$ cat config.mk
export PLATFORM = sky130hd
export DESIGN_NAME = front_panel_ctrl
export DESIGN_NICKNAME = d
export VERILOG_FILES = /design/src/rtl/panel_pkg.sv /design/src/rtl/pin_sync.sv /design/src/rtl/option_lights.sv /design/src/rtl/front_panel_ctrl.sv
export VERILOG_INCLUDE_DIRS = /design/src /design/src/rtl
export SDC_FILE = /design/constraint.sdc
export NUM_CORES = 1
export LEC_CHECK = 0
export ABC_AREA = 1
export BUFFER_PORTS_ARGS = -buffer_cell sky130_fd_sc_hd__buf_4
export CAP_MARGIN = 30
export CELL_PAD_IN_SITES_DETAIL_PLACEMENT = 1
export CELL_PAD_IN_SITES_GLOBAL_PLACEMENT = 1
export CORE_MARGIN = 5
export CORE_UTILIZATION = 28
export DETAILED_ROUTE_END_ITERATION = 16
export GPL_TIMING_DRIVEN = 1
export HOLD_SLACK_MARGIN = 0.08
export PLACE_DENSITY = 0.61
export SLEW_MARGIN = 20
export SYNTH_ARGS = -nofsm -noshare
export SYNTH_HDL_FRONTEND = slang
export SYNTH_HIERARCHICAL = 1
export SYNTH_SLANG_ARGS = --single-unit
export TNS_END_PERCENT = 100
$ cat constraint.sdc
create_clock -name clock -period 5.1 [get_ports clock]
set_input_delay 0 -clock clock [delete_from_list [all_inputs] [get_ports clock]]
set_output_delay 0 -clock clock [all_outputs]
set_load 0.005 [all_outputs]
$ cat src/rtl/panel_params.svh
// register map, field positions, reset values and light codes for the panel controller
`ifndef PANEL_PARAMS_SVH
`define PANEL_PARAMS_SVH

`define REG_CTRL_OFS     8'h00
`define REG_CH1_OFS      8'h04
`define REG_CH2_OFS      8'h08
`define REG_VOL_OFS      8'h0c
`define REG_STAT_OFS     8'h10

`define CTRL_MODE_BIT    0
`define CTRL_SELCH_BIT   1
`define CTRL_SELOUT_BIT  2
`define CTRL_MUTE_BIT    3
`define CTRL_LINK_BIT    4

`define CH_GAIN_LSB      0
`define CH_LINE_BIT      8
`define CH_FILT_BIT      9
`define CH_PHAN_BIT      10
`define CH_PAD_BIT       11
`define CH_POL_BIT       12

`define VOL_SPK_LSB      0
`define VOL_HP_LSB       8

`define STAT_JACK_BIT    0
`define STAT_SRC1_LSB    2
`define STAT_SRC2_LSB    4

`define LEVEL_W          6
`define LEVEL_MAX        6'h3f
`define LEVEL_MIN        6'h00
`define GAIN_RST         6'h00
`define VOL_RST          6'h00

`define LIGHT_OFF        2'h0
`define LIGHT_DIM        2'h1
`define LIGHT_BRIGHT     2'h2

`define HPF_CUTOFF_HZ    75
`define PAD_DB           20

`endif

$ cat src/rtl/panel_pkg.sv
// types shared by the panel controller files
package panel_pkg;

	typedef enum logic [1:0] {
		MODE_PREAMP  = 2'b01,
		MODE_MONITOR = 2'b10
	} mode_t;

	typedef enum logic [1:0] {
		SRC_MIC  = 2'h0,
		SRC_LINE = 2'h1,
		SRC_INST = 2'h2
	} src_t;

	// stored per-channel settings
	typedef struct packed {
		logic [5:0] gain;
		logic       line_sel;
		logic       filter;
		logic       phantom;
		logic       pad;
		logic       polarity;
	} chan_cfg_t;

	// raw panel pins, bundled so one synchroniser serves them all
	typedef struct packed {
		logic       preamp_btn;
		logic       monitor_btn;
		logic       knob_push;
		logic       knob_cw;
		logic       knob_ccw;
		logic [5:0] opt_btn;
		logic       instrument_jack;
	} panel_t;

endpackage : panel_pkg

$ cat src/rtl/pin_sync.sv
// two-flop synchroniser with rising-edge detect for panel pins
`timescale 1ns/1ps
module pin_sync #(
	parameter int W = 1
) (
	input  wire logic         clock,
	input  wire logic         sys_rst,
	input  wire logic [W-1:0] pin,
	output logic      [W-1:0] level,
	output logic      [W-1:0] rise
);
	logic [W-1:0] meta_q;
	logic [W-1:0] sync_q;
	logic [W-1:0] prev_q;

	// meta_q feeds only sync_q; edge detect looks at the settled copies
	always_ff @(posedge clock or posedge sys_rst) begin
		if (sys_rst) begin
			meta_q <= '0;
			sync_q <= '0;
			prev_q <= '0;
		end else begin
			meta_q <= pin;
			sync_q <= meta_q;
			prev_q <= sync_q;
		end
	end

	assign level = sync_q;
	assign rise  = sync_q & ~prev_q;
endmodule : pin_sync

$ cat src/rtl/option_lights.sv
// option light codes for one channel: bright enabled, dim disabled, off unavailable
`timescale 1ns/1ps
`include "panel_params.svh"
module option_lights (
	input  wire panel_pkg::chan_cfg_t cfg,
	input  wire panel_pkg::src_t      src,
	input  wire logic                 link,
	input  wire logic                 jack,
	input  wire logic                 blank,
	output logic [11:0]               lights
);
	function automatic logic [1:0] code(input logic avail, input logic on);
		if (!avail)
			code = `LIGHT_OFF;
		else if (on)
			code = `LIGHT_BRIGHT;
		else
			code = `LIGHT_DIM;
	endfunction : code

	logic is_mic;
	assign is_mic = (src == panel_pkg::SRC_MIC);

	// whole display unlit in output mode
	always_comb begin
		lights = '0;
		if (!blank) begin
			lights[1:0]   = code(src != panel_pkg::SRC_INST, cfg.line_sel);
			lights[3:2]   = code(1'b1, cfg.filter);
			lights[5:4]   = code(is_mic, cfg.phantom);
			lights[7:6]   = code(is_mic, cfg.pad);
			lights[9:8]   = code(1'b1, cfg.polarity);
			lights[11:10] = code(!jack, link);
		end
	end
endmodule : option_lights

$ cat src/rtl/front_panel_ctrl.sv
// front panel mode controller with APB register access
//
// Function
// - one of two modes; mode button selects it
// - gain-mode button again toggles selected channel
// - knob push in gain mode toggles channel
// - adjustments touch only selected channel unless linked
// - source button alternates mic and line
// - instrument plug forces channel one source
// - each channel has exactly one source
// - clockwise knob raises selected channel gain
// - six options, lights bright dim or off
// - output button enters mode, alternates outputs
// - knob changes only selected output volume
// - knob push toggles speaker mute only
// - mute turns ring and speaker light red
// - output mode ignores options, lights off
// - rumble cut switches in 75 Hz highpass
// - phantom power offered for microphone only
// - pad lowers mic 20 dB, mic only
// - polarity option inverts channel signal
// - linked pair applies adjustments to both
// - link refused while instrument plug inserted
// - ring shows selected gain or volume
// - host may write every setting anytime, except link while instrument plug inserted
//
// Design decisions made here: the placing of the registers and the APB register port.
`timescale 1ns/1ps
`include "panel_params.svh"
module front_panel_ctrl (
	input  wire logic                  clock,
	input  wire logic                  sys_rst,
	input  wire logic                  psel,
	input  wire logic                  penable,
	input  wire logic                  pwrite,
	input  wire logic [7:0]            paddr,
	input  wire logic [31:0]           pwdata,
	output logic      [31:0]           prdata,
	output logic                       pready,
	output logic                       pslverr,
	input  wire panel_pkg::panel_t     panel,
	output logic                       first_channel_light,
	output logic                       second_channel_light,
	output logic      [1:0]            ch1_source,
	output logic      [1:0]            ch2_source,
	output logic      [11:0]           option_light,
	output logic      [15:0]           ring_led,
	output logic                       ring_red,
	output logic                       spk_light_green,
	output logic                       spk_light_red,
	output logic                       hp_light,
	output logic      [5:0]            ch1_gain,
	output logic      [5:0]            ch2_gain,
	output logic      [1:0]            hpf_en,
	output logic      [1:0]            phantom_power,
	output logic      [1:0]            pad_en,
	output logic      [1:0]            invert_en,
	output logic      [5:0]            spk_volume,
	output logic      [5:0]            hp_volume,
	output logic                       spk_mute
);
	panel_pkg::panel_t    pan_lvl;
	panel_pkg::panel_t    pan_rise;
	panel_pkg::mode_t     mode_q;
	panel_pkg::chan_cfg_t cfg_q [2];
	panel_pkg::src_t      src   [2];
	logic                 sel_ch_q;
	logic                 sel_out_q;
	logic                 mute_q;
	logic                 link_q;
	logic [5:0]           spk_q;
	logic [5:0]           hp_q;
	logic [31:0]          rdata_q;
	logic                 jack;
	logic                 pre_mode;
	logic                 mon_mode;
	logic                 knob_move;
	logic                 apb_wr;
	logic                 wr_ctrl;
	logic                 wr_vol;
	logic [1:0]           wr_ch;
	logic                 addr_ok;
	logic [5:0]           ring_val;

	// saturating knob step, shared by gains and volumes; opposite detents in one cycle cancel
	function automatic logic [5:0] step(input logic [5:0] v, input logic up, input logic dn);
		if (up && !dn && v != `LEVEL_MAX)
			step = v + 6'h01;
		else if (dn && !up && v != `LEVEL_MIN)
			step = v - 6'h01;
		else
			step = v;
	endfunction : step

	function automatic logic [31:0] cfg_word(input panel_pkg::chan_cfg_t c);
		cfg_word = '0;
		cfg_word[`CH_GAIN_LSB +: 6] = c.gain;
		cfg_word[`CH_LINE_BIT]      = c.line_sel;
		cfg_word[`CH_FILT_BIT]      = c.filter;
		cfg_word[`CH_PHAN_BIT]      = c.phantom;
		cfg_word[`CH_PAD_BIT]       = c.pad;
		cfg_word[`CH_POL_BIT]       = c.polarity;
	endfunction : cfg_word

	// every pin is asynchronous to the clock
	pin_sync #(.W($bits(panel_pkg::panel_t))) u_sync (
		.clock   (clock),
		.sys_rst (sys_rst),
		.pin     (panel),
		.level   (pan_lvl),
		.rise    (pan_rise)
	);

	assign jack      = pan_lvl.instrument_jack;
	assign pre_mode  = (mode_q == panel_pkg::MODE_PREAMP);
	assign mon_mode  = (mode_q == panel_pkg::MODE_MONITOR);
	assign knob_move = pan_rise.knob_cw | pan_rise.knob_ccw;

	// apb decode; zero wait states, writes land in the access cycle
	assign addr_ok = (paddr == `REG_CTRL_OFS) || (paddr == `REG_CH1_OFS) ||
	                 (paddr == `REG_CH2_OFS) || (paddr == `REG_VOL_OFS) ||
	                 (paddr == `REG_STAT_OFS);
	assign pready  = 1'b1;
	assign pslverr = psel & penable & ~addr_ok;
	assign apb_wr  = psel & penable & pwrite;
	assign wr_ctrl = apb_wr & (paddr == `REG_CTRL_OFS);
	assign wr_ch   = {apb_wr & (paddr == `REG_CH2_OFS), apb_wr & (paddr == `REG_CH1_OFS)};
	assign wr_vol  = apb_wr & (paddr == `REG_VOL_OFS);
	assign prdata  = rdata_q;

	// read data captured in the setup cycle so it comes from a flop
	always_ff @(posedge clock or posedge sys_rst) begin
		if (sys_rst) begin
			rdata_q <= '0;
		end else if (psel && !penable && !pwrite) begin
			rdata_q <= '0;
			case (paddr)
				`REG_CTRL_OFS: begin
					rdata_q[`CTRL_MODE_BIT]   <= mon_mode;
					rdata_q[`CTRL_SELCH_BIT]  <= sel_ch_q;
					rdata_q[`CTRL_SELOUT_BIT] <= sel_out_q;
					rdata_q[`CTRL_MUTE_BIT]   <= mute_q;
					rdata_q[`CTRL_LINK_BIT]   <= link_q;
				end
				`REG_CH1_OFS: rdata_q <= cfg_word(cfg_q[0]);
				`REG_CH2_OFS: rdata_q <= cfg_word(cfg_q[1]);
				`REG_VOL_OFS: begin
					rdata_q[`VOL_SPK_LSB +: 6] <= spk_q;
					rdata_q[`VOL_HP_LSB +: 6]  <= hp_q;
				end
				`REG_STAT_OFS: begin
					rdata_q[`STAT_JACK_BIT]     <= jack;
					rdata_q[`STAT_SRC1_LSB +: 2] <= src[0];
					rdata_q[`STAT_SRC2_LSB +: 2] <= src[1];
				end
				default: rdata_q <= '0;
			endcase
		end
	end

	// operating mode; host write wins over a panel press in the same cycle
	always_ff @(posedge clock or posedge sys_rst) begin
		if (sys_rst)
			mode_q <= panel_pkg::MODE_PREAMP;
		else if (wr_ctrl)
			mode_q <= pwdata[`CTRL_MODE_BIT] ? panel_pkg::MODE_MONITOR
			                                  : panel_pkg::MODE_PREAMP;
		else if (pan_rise.monitor_btn)
			mode_q <= panel_pkg::MODE_MONITOR;
		else if (pan_rise.preamp_btn)
			mode_q <= panel_pkg::MODE_PREAMP;
	end

	// selected channel: mode button or knob push while already in gain mode
	always_ff @(posedge clock or posedge sys_rst) begin
		if (sys_rst)
			sel_ch_q <= 1'b0;
		else if (wr_ctrl)
			sel_ch_q <= pwdata[`CTRL_SELCH_BIT];
		else if (pre_mode && !pan_rise.monitor_btn &&
		         (pan_rise.preamp_btn || pan_rise.knob_push))
			sel_ch_q <= ~sel_ch_q;
	end

	// selected output alternates only on presses made in output mode
	always_ff @(posedge clock or posedge sys_rst) begin
		if (sys_rst)
			sel_out_q <= 1'b0;
		else if (wr_ctrl)
			sel_out_q <= pwdata[`CTRL_SELOUT_BIT];
		else if (mon_mode && pan_rise.monitor_btn)
			sel_out_q <= ~sel_out_q;
	end

	// speaker mute; headphone selection never reaches it
	always_ff @(posedge clock or posedge sys_rst) begin
		if (sys_rst)
			mute_q <= 1'b0;
		else if (wr_ctrl)
			mute_q <= pwdata[`CTRL_MUTE_BIT];
		else if (mon_mode && !sel_out_q && pan_rise.knob_push)
			mute_q <= ~mute_q;
	end

	// stereo pairing, dropped and refused while the instrument plug is in
	always_ff @(posedge clock or posedge sys_rst) begin
		if (sys_rst)
			link_q <= 1'b0;
		else if (jack)
			link_q <= 1'b0;
		else if (wr_ctrl)
			link_q <= pwdata[`CTRL_LINK_BIT];
		else if (pre_mode && pan_rise.opt_btn[5])
			link_q <= ~link_q;
	end

	// per-channel settings; panel edits hit the selected channel, or both when linked
	for (genvar i = 0; i < 2; i++) begin : g_ch
		logic hit;
		logic is_mic;
		assign hit    = pre_mode && (sel_ch_q == 1'(i) || link_q);
		assign is_mic = (src[i] == panel_pkg::SRC_MIC);

		always_ff @(posedge clock or posedge sys_rst) begin
			if (sys_rst) begin
				cfg_q[i] <= '{gain: `GAIN_RST, default: 1'b0};
			end else if (wr_ch[i]) begin
				cfg_q[i].gain     <= pwdata[`CH_GAIN_LSB +: 6];
				cfg_q[i].line_sel <= pwdata[`CH_LINE_BIT];
				cfg_q[i].filter   <= pwdata[`CH_FILT_BIT];
				cfg_q[i].phantom  <= pwdata[`CH_PHAN_BIT];
				cfg_q[i].pad      <= pwdata[`CH_PAD_BIT];
				cfg_q[i].polarity <= pwdata[`CH_POL_BIT];
			end else if (hit) begin
				cfg_q[i].gain <= step(cfg_q[i].gain, pan_rise.knob_cw, pan_rise.knob_ccw);
				if (pan_rise.opt_btn[0])
					cfg_q[i].line_sel <= ~cfg_q[i].line_sel;
				if (pan_rise.opt_btn[1])
					cfg_q[i].filter <= ~cfg_q[i].filter;
				if (pan_rise.opt_btn[2] && is_mic)
					cfg_q[i].phantom <= ~cfg_q[i].phantom;
				if (pan_rise.opt_btn[3] && is_mic)
					cfg_q[i].pad <= ~cfg_q[i].pad;
				if (pan_rise.opt_btn[4])
					cfg_q[i].polarity <= ~cfg_q[i].polarity;
			end
		end

		// processing controls; phantom and pad only reach a microphone
		assign hpf_en[i]        = cfg_q[i].filter;
		assign phantom_power[i] = cfg_q[i].phantom & is_mic;
		assign pad_en[i]        = cfg_q[i].pad & is_mic;
		assign invert_en[i]     = cfg_q[i].polarity;
	end

	// one source per channel; the instrument jack overrides channel one only
	assign src[0] = jack ? panel_pkg::SRC_INST :
	                (cfg_q[0].line_sel ? panel_pkg::SRC_LINE : panel_pkg::SRC_MIC);
	assign src[1] = cfg_q[1].line_sel ? panel_pkg::SRC_LINE : panel_pkg::SRC_MIC;
	assign ch1_source = src[0];
	assign ch2_source = src[1];
	assign ch1_gain   = cfg_q[0].gain;
	assign ch2_gain   = cfg_q[1].gain;

	// output volumes, each kept on its own
	always_ff @(posedge clock or posedge sys_rst) begin
		if (sys_rst) begin
			spk_q <= `VOL_RST;
			hp_q  <= `VOL_RST;
		end else if (wr_vol) begin
			spk_q <= pwdata[`VOL_SPK_LSB +: 6];
			hp_q  <= pwdata[`VOL_HP_LSB +: 6];
		end else if (mon_mode && !sel_out_q) begin
			spk_q <= step(spk_q, pan_rise.knob_cw, pan_rise.knob_ccw);
		end else if (mon_mode && sel_out_q) begin
			hp_q  <= step(hp_q, pan_rise.knob_cw, pan_rise.knob_ccw);
		end
	end
	assign spk_volume = spk_q;
	assign hp_volume  = hp_q;
	assign spk_mute   = mute_q;

	// option display follows the selected channel; dark in output mode
	option_lights u_lights (
		.cfg    (cfg_q[sel_ch_q]),
		.src    (src[sel_ch_q]),
		.link   (link_q),
		.jack   (jack),
		.blank  (mon_mode),
		.lights (option_light)
	);

	// ring is a thermometer of the value the knob currently steers
	always_comb begin
		if (pre_mode)
			ring_val = cfg_q[sel_ch_q].gain;
		else
			ring_val = sel_out_q ? hp_q : spk_q;
		for (int k = 0; k < 16; k++)
			ring_led[k] = (ring_val > 6'(k * 4));
	end

	// red only while the muted speaker output is the one shown
	assign ring_red             = mute_q & mon_mode & ~sel_out_q;
	assign spk_light_green      = mon_mode & ~sel_out_q & ~mute_q;
	assign spk_light_red        = mon_mode & ~sel_out_q & mute_q;
	assign hp_light             = mon_mode & sel_out_q;
	assign first_channel_light  = pre_mode & ~sel_ch_q;
	assign second_channel_light = pre_mode & sel_ch_q;
endmodule : front_panel_ctrl

==> impl_metrics.json <==
{
  "outcome": "finished clean",
  "max_stage_delay_ps": 440,
  "avgViaCountPerCell": 4.52,
  "power_uw": 3700,
  "clock-sinks": 87,
  "post-route-cell-area_um2": 7380,
  "cts.reportedPaths.clkPinSlew_ps": 70,
  "hold_depth": 5,
  "r2r_end": "spk_volume[4]",
  "r2r_setup_slack_ps": 2480,
  "placed_area_um2": 6820,
  "pwr-share-seq_pct": 32.6,
  "path_common_cell": "nand2_1",
  "final-setup-viol-count": 0,
  "drtPass1Iterations": 4,
  "utilization_pct": 36.2,
  "worst-setup-path-type": "reg2reg",
  "antenna_cells": 0,
  "p_int_uw": 2040,
  "clockBufferDepth": 2,
  "grt_pass1_vias": 5690,
  "portBuffers": 119,
  "final_antenna_net_count": 0,
  "drc_errors": 0,
  "max_freq_mhz": 382,
  "worst_slew_pin_slew_ps": 739,
  "swShare_pct": 45.0,
  "die_area_um2": 23900,
  "start_kind": "flip-flop",
  "grt_max_degree": 53,
  "synth_cells": 822,
  "rsz0062_at_grt": "no",
  "synth.cell_area_um2": 5850,
  "worstPathCellList": "nor2_2, inv_1, nor2_2, nand2_1, ha_1, a21oi_1, nand2_1, or2_2, nand3_1, nand2_1, nand2_1, nand2_1",
  "hold_end": "prdata[9]",
  "required_ps": 5350,
  "post-route-min-period_ps": 2620,
  "hold_slack_ps": 92.0,
  "cts_buffers": 9,
  "finalWirelength_um": 19800,
  "routabilityCongestion": 0.807,
  "cap_violations": 0,
  "pin_count": 162,
  "dpl.hpwl_um": 15300,
  "cts.htree.levels": 3,
  "drive_gt1_share_pct": 20.5,
  "die_height_um": 154,
  "worstSetupEndpointType": "flip-flop",
  "p_leak_uw": 0.00389,
  "regToRegStartpoint": "u_sync/prev_q[8]",
  "start_util_pct": 28.7,
  "syn_area_per_cell_um2": 7.11,
  "hp-class": "in2reg",
  "grt-ovfl-total": 0,
  "finalCritPeriodShare_pct": 51.3,
  "combPwrFrac_pct": 49.1,
  "yosysWarnings": 6,
  "num_vias": 5538,
  "cellPowerDensity_nw_per_um2": 502,
  "cts_resized": 0,
  "min_from": "penable",
  "std_cell_rows": 52,
  "coreArea_um2": 20400,
  "fp.dieW_um": 154,
  "antenna_found_initial": 0,
  "worst_clock_skew_ps": 8.93,
  "r2r_cells": 12,
  "switching_power_uw": 1670,
  "vdd_ir_drop_max_mv": 0.172,
  "tns_ps": 0,
  "wl_per_cell_um": 16.2,
  "worstPathArrival_ps": 2860,
  "cts-root-buf": "clkbuf_16",
  "grtUsageTotal_pct": 16.8,
  "p_clk_share_pct": 18.3,
  "cp_max_fo": 8,
  "hold_viol": 0,
  "cp_slowest_cell": "nor2_2",
  "maxSlewViolCount": 0,
  "finish.net_count": 1028,
  "maxSlewHeadroom_pct": 50.8,
  "drt_iter0_markers": 260,
  "grt_pass1_wl_um": 31800,
  "syn_to_final_growth_pct": 26.2,
  "cts_tree": "yes",
  "clkLatencyLatePin_ps": 360,
  "fill_cells": 2540
}
==> cell type report <==
cell class,instances,area (um2),share of cell area [%]
multi-input cells,610,3010,40.9
flip-flops and latches,87,2180,29.5
repair buffers,148,1170,15.9
inverters,95,364,4.94
well taps,270,338,4.58
clock buffers,9,225,3.05
clock inverters,7,83.8,1.14
==> worst max path at each step <==
| stage | start | end | slack (ps) | cells after the start |
|---|---|---|---|---|
| final | u_sync/prev_q[8] | spk_volume[4] | 2480 | 12 |
| after global routing | u_sync/level[8] | spk_volume[4] | 2250 | 13 |
| after floorplan | u_sync/prev_q[8] | spk_volume[4] | 3060 | 12 |
| after CTS | u_sync/prev_q[8] | spk_volume[4] | 2450 | 12 |
| after global placement | u_sync/prev_q[8] | spk_volume[4] | 2490 | 12 |
| after detailed placement | u_sync/prev_q[8] | spk_volume[4] | 2450 | 12 |
==> flip-flops by register name, indices dropped and copies added (netlist names) <==
register and count:
spk_mute 1, cfg_q 6, link_q 1, hpf_en 2, spk_volume 6, sel_ch_q 1
ch1_gain 6, u_sync/meta_q 12, sel_out_q 1, u_sync/prev_q 11, u_sync/level 12, mode_q 2
hp_volume 6, invert_en 2, prdata 12, ch2_gain 6
==> placed cells by master, fill, tap and decap left out, types with 3 or more instances in the layout <==
cell,instances
nor2_4,4
inv_2,8
clkbuf_16,9
conb_1,22
nand2_4,3
inv_8,3
fa_1,4
nand3_1,79
buf_4,123
nor2_1,65
dlygate4sd3_1,25
nor3_1,6
a31oi_1,3
xor2_1,18
or2_2,4
a21oi_1,19
o21ai_0,34
nand2_2,7
ha_1,16
xnor2_1,3
o21ai_1,10
dfrtp_1,86
inv_1,85
nand2_1,278
nor2_2,18
o21ai_2,4
==> routing by layer <==
metal | wire length, um | part of all wire, % | GRT usage, % | vias up
li1 | - | - | - | 2776
met5 | 0 | 0 | 0 | -
met1 | 9410 | 47 | 23.0 | 2635
met4 | 134 | 0.68 | 3.41 | 0
met2 | 9360 | 47 | 28.1 | 118
met3 | 907 | 4.6 | 2.79 | 9
==> power by group through the flow <==
| stage | sequential [uW] | clock, uW | combinational (uW) |
|---|---|---|---|
| detailed placement | 1230 | 0 | 1830 |
| finish | 1210 | 678 | 1820 |
| global route | 1250 | 734 | 2070 |
| CTS | 1210 | 705 | 1850 |
| floorplan | 1060 | 0 | 1220 |
| global placement | 1230 | 0 | 1800 |
==> through the flow <==
| step | setup WS [ps] | std cells |
|---|---|---|
| 2_1_floorplan | 3060 | 842 |
| 4_1_cts | 2450 | 1226 |
| 3_3_place_gp | 2490 | 1185 |
| 6_report | 2480 | 1226 |
| 3_5_place_dp | 2450 | 1185 |
| 5_1_grt | 2250 | 1226 |
==> timing repair <==
action	CTS	global route
hold buffers	25	0
buffers inserted	0	0
endpoints found under the hold margin	138	0
==> worst max-delay path: cells and delay by family (launching register included) <==
| kind | cells | cell delay [ps] |
|---|---|---|
| AO/OA/AOI/OAI | 1 | 160 |
| adder cells (fa/ha/maj) | 1 | 420 |
| buffers and inverters | 1 | 70 |
| flip-flops | 1 | 370 |
| AND/OR/NAND/NOR | 9 | 1490 |
No activity file was read; power rests on OpenSTA's default activity.
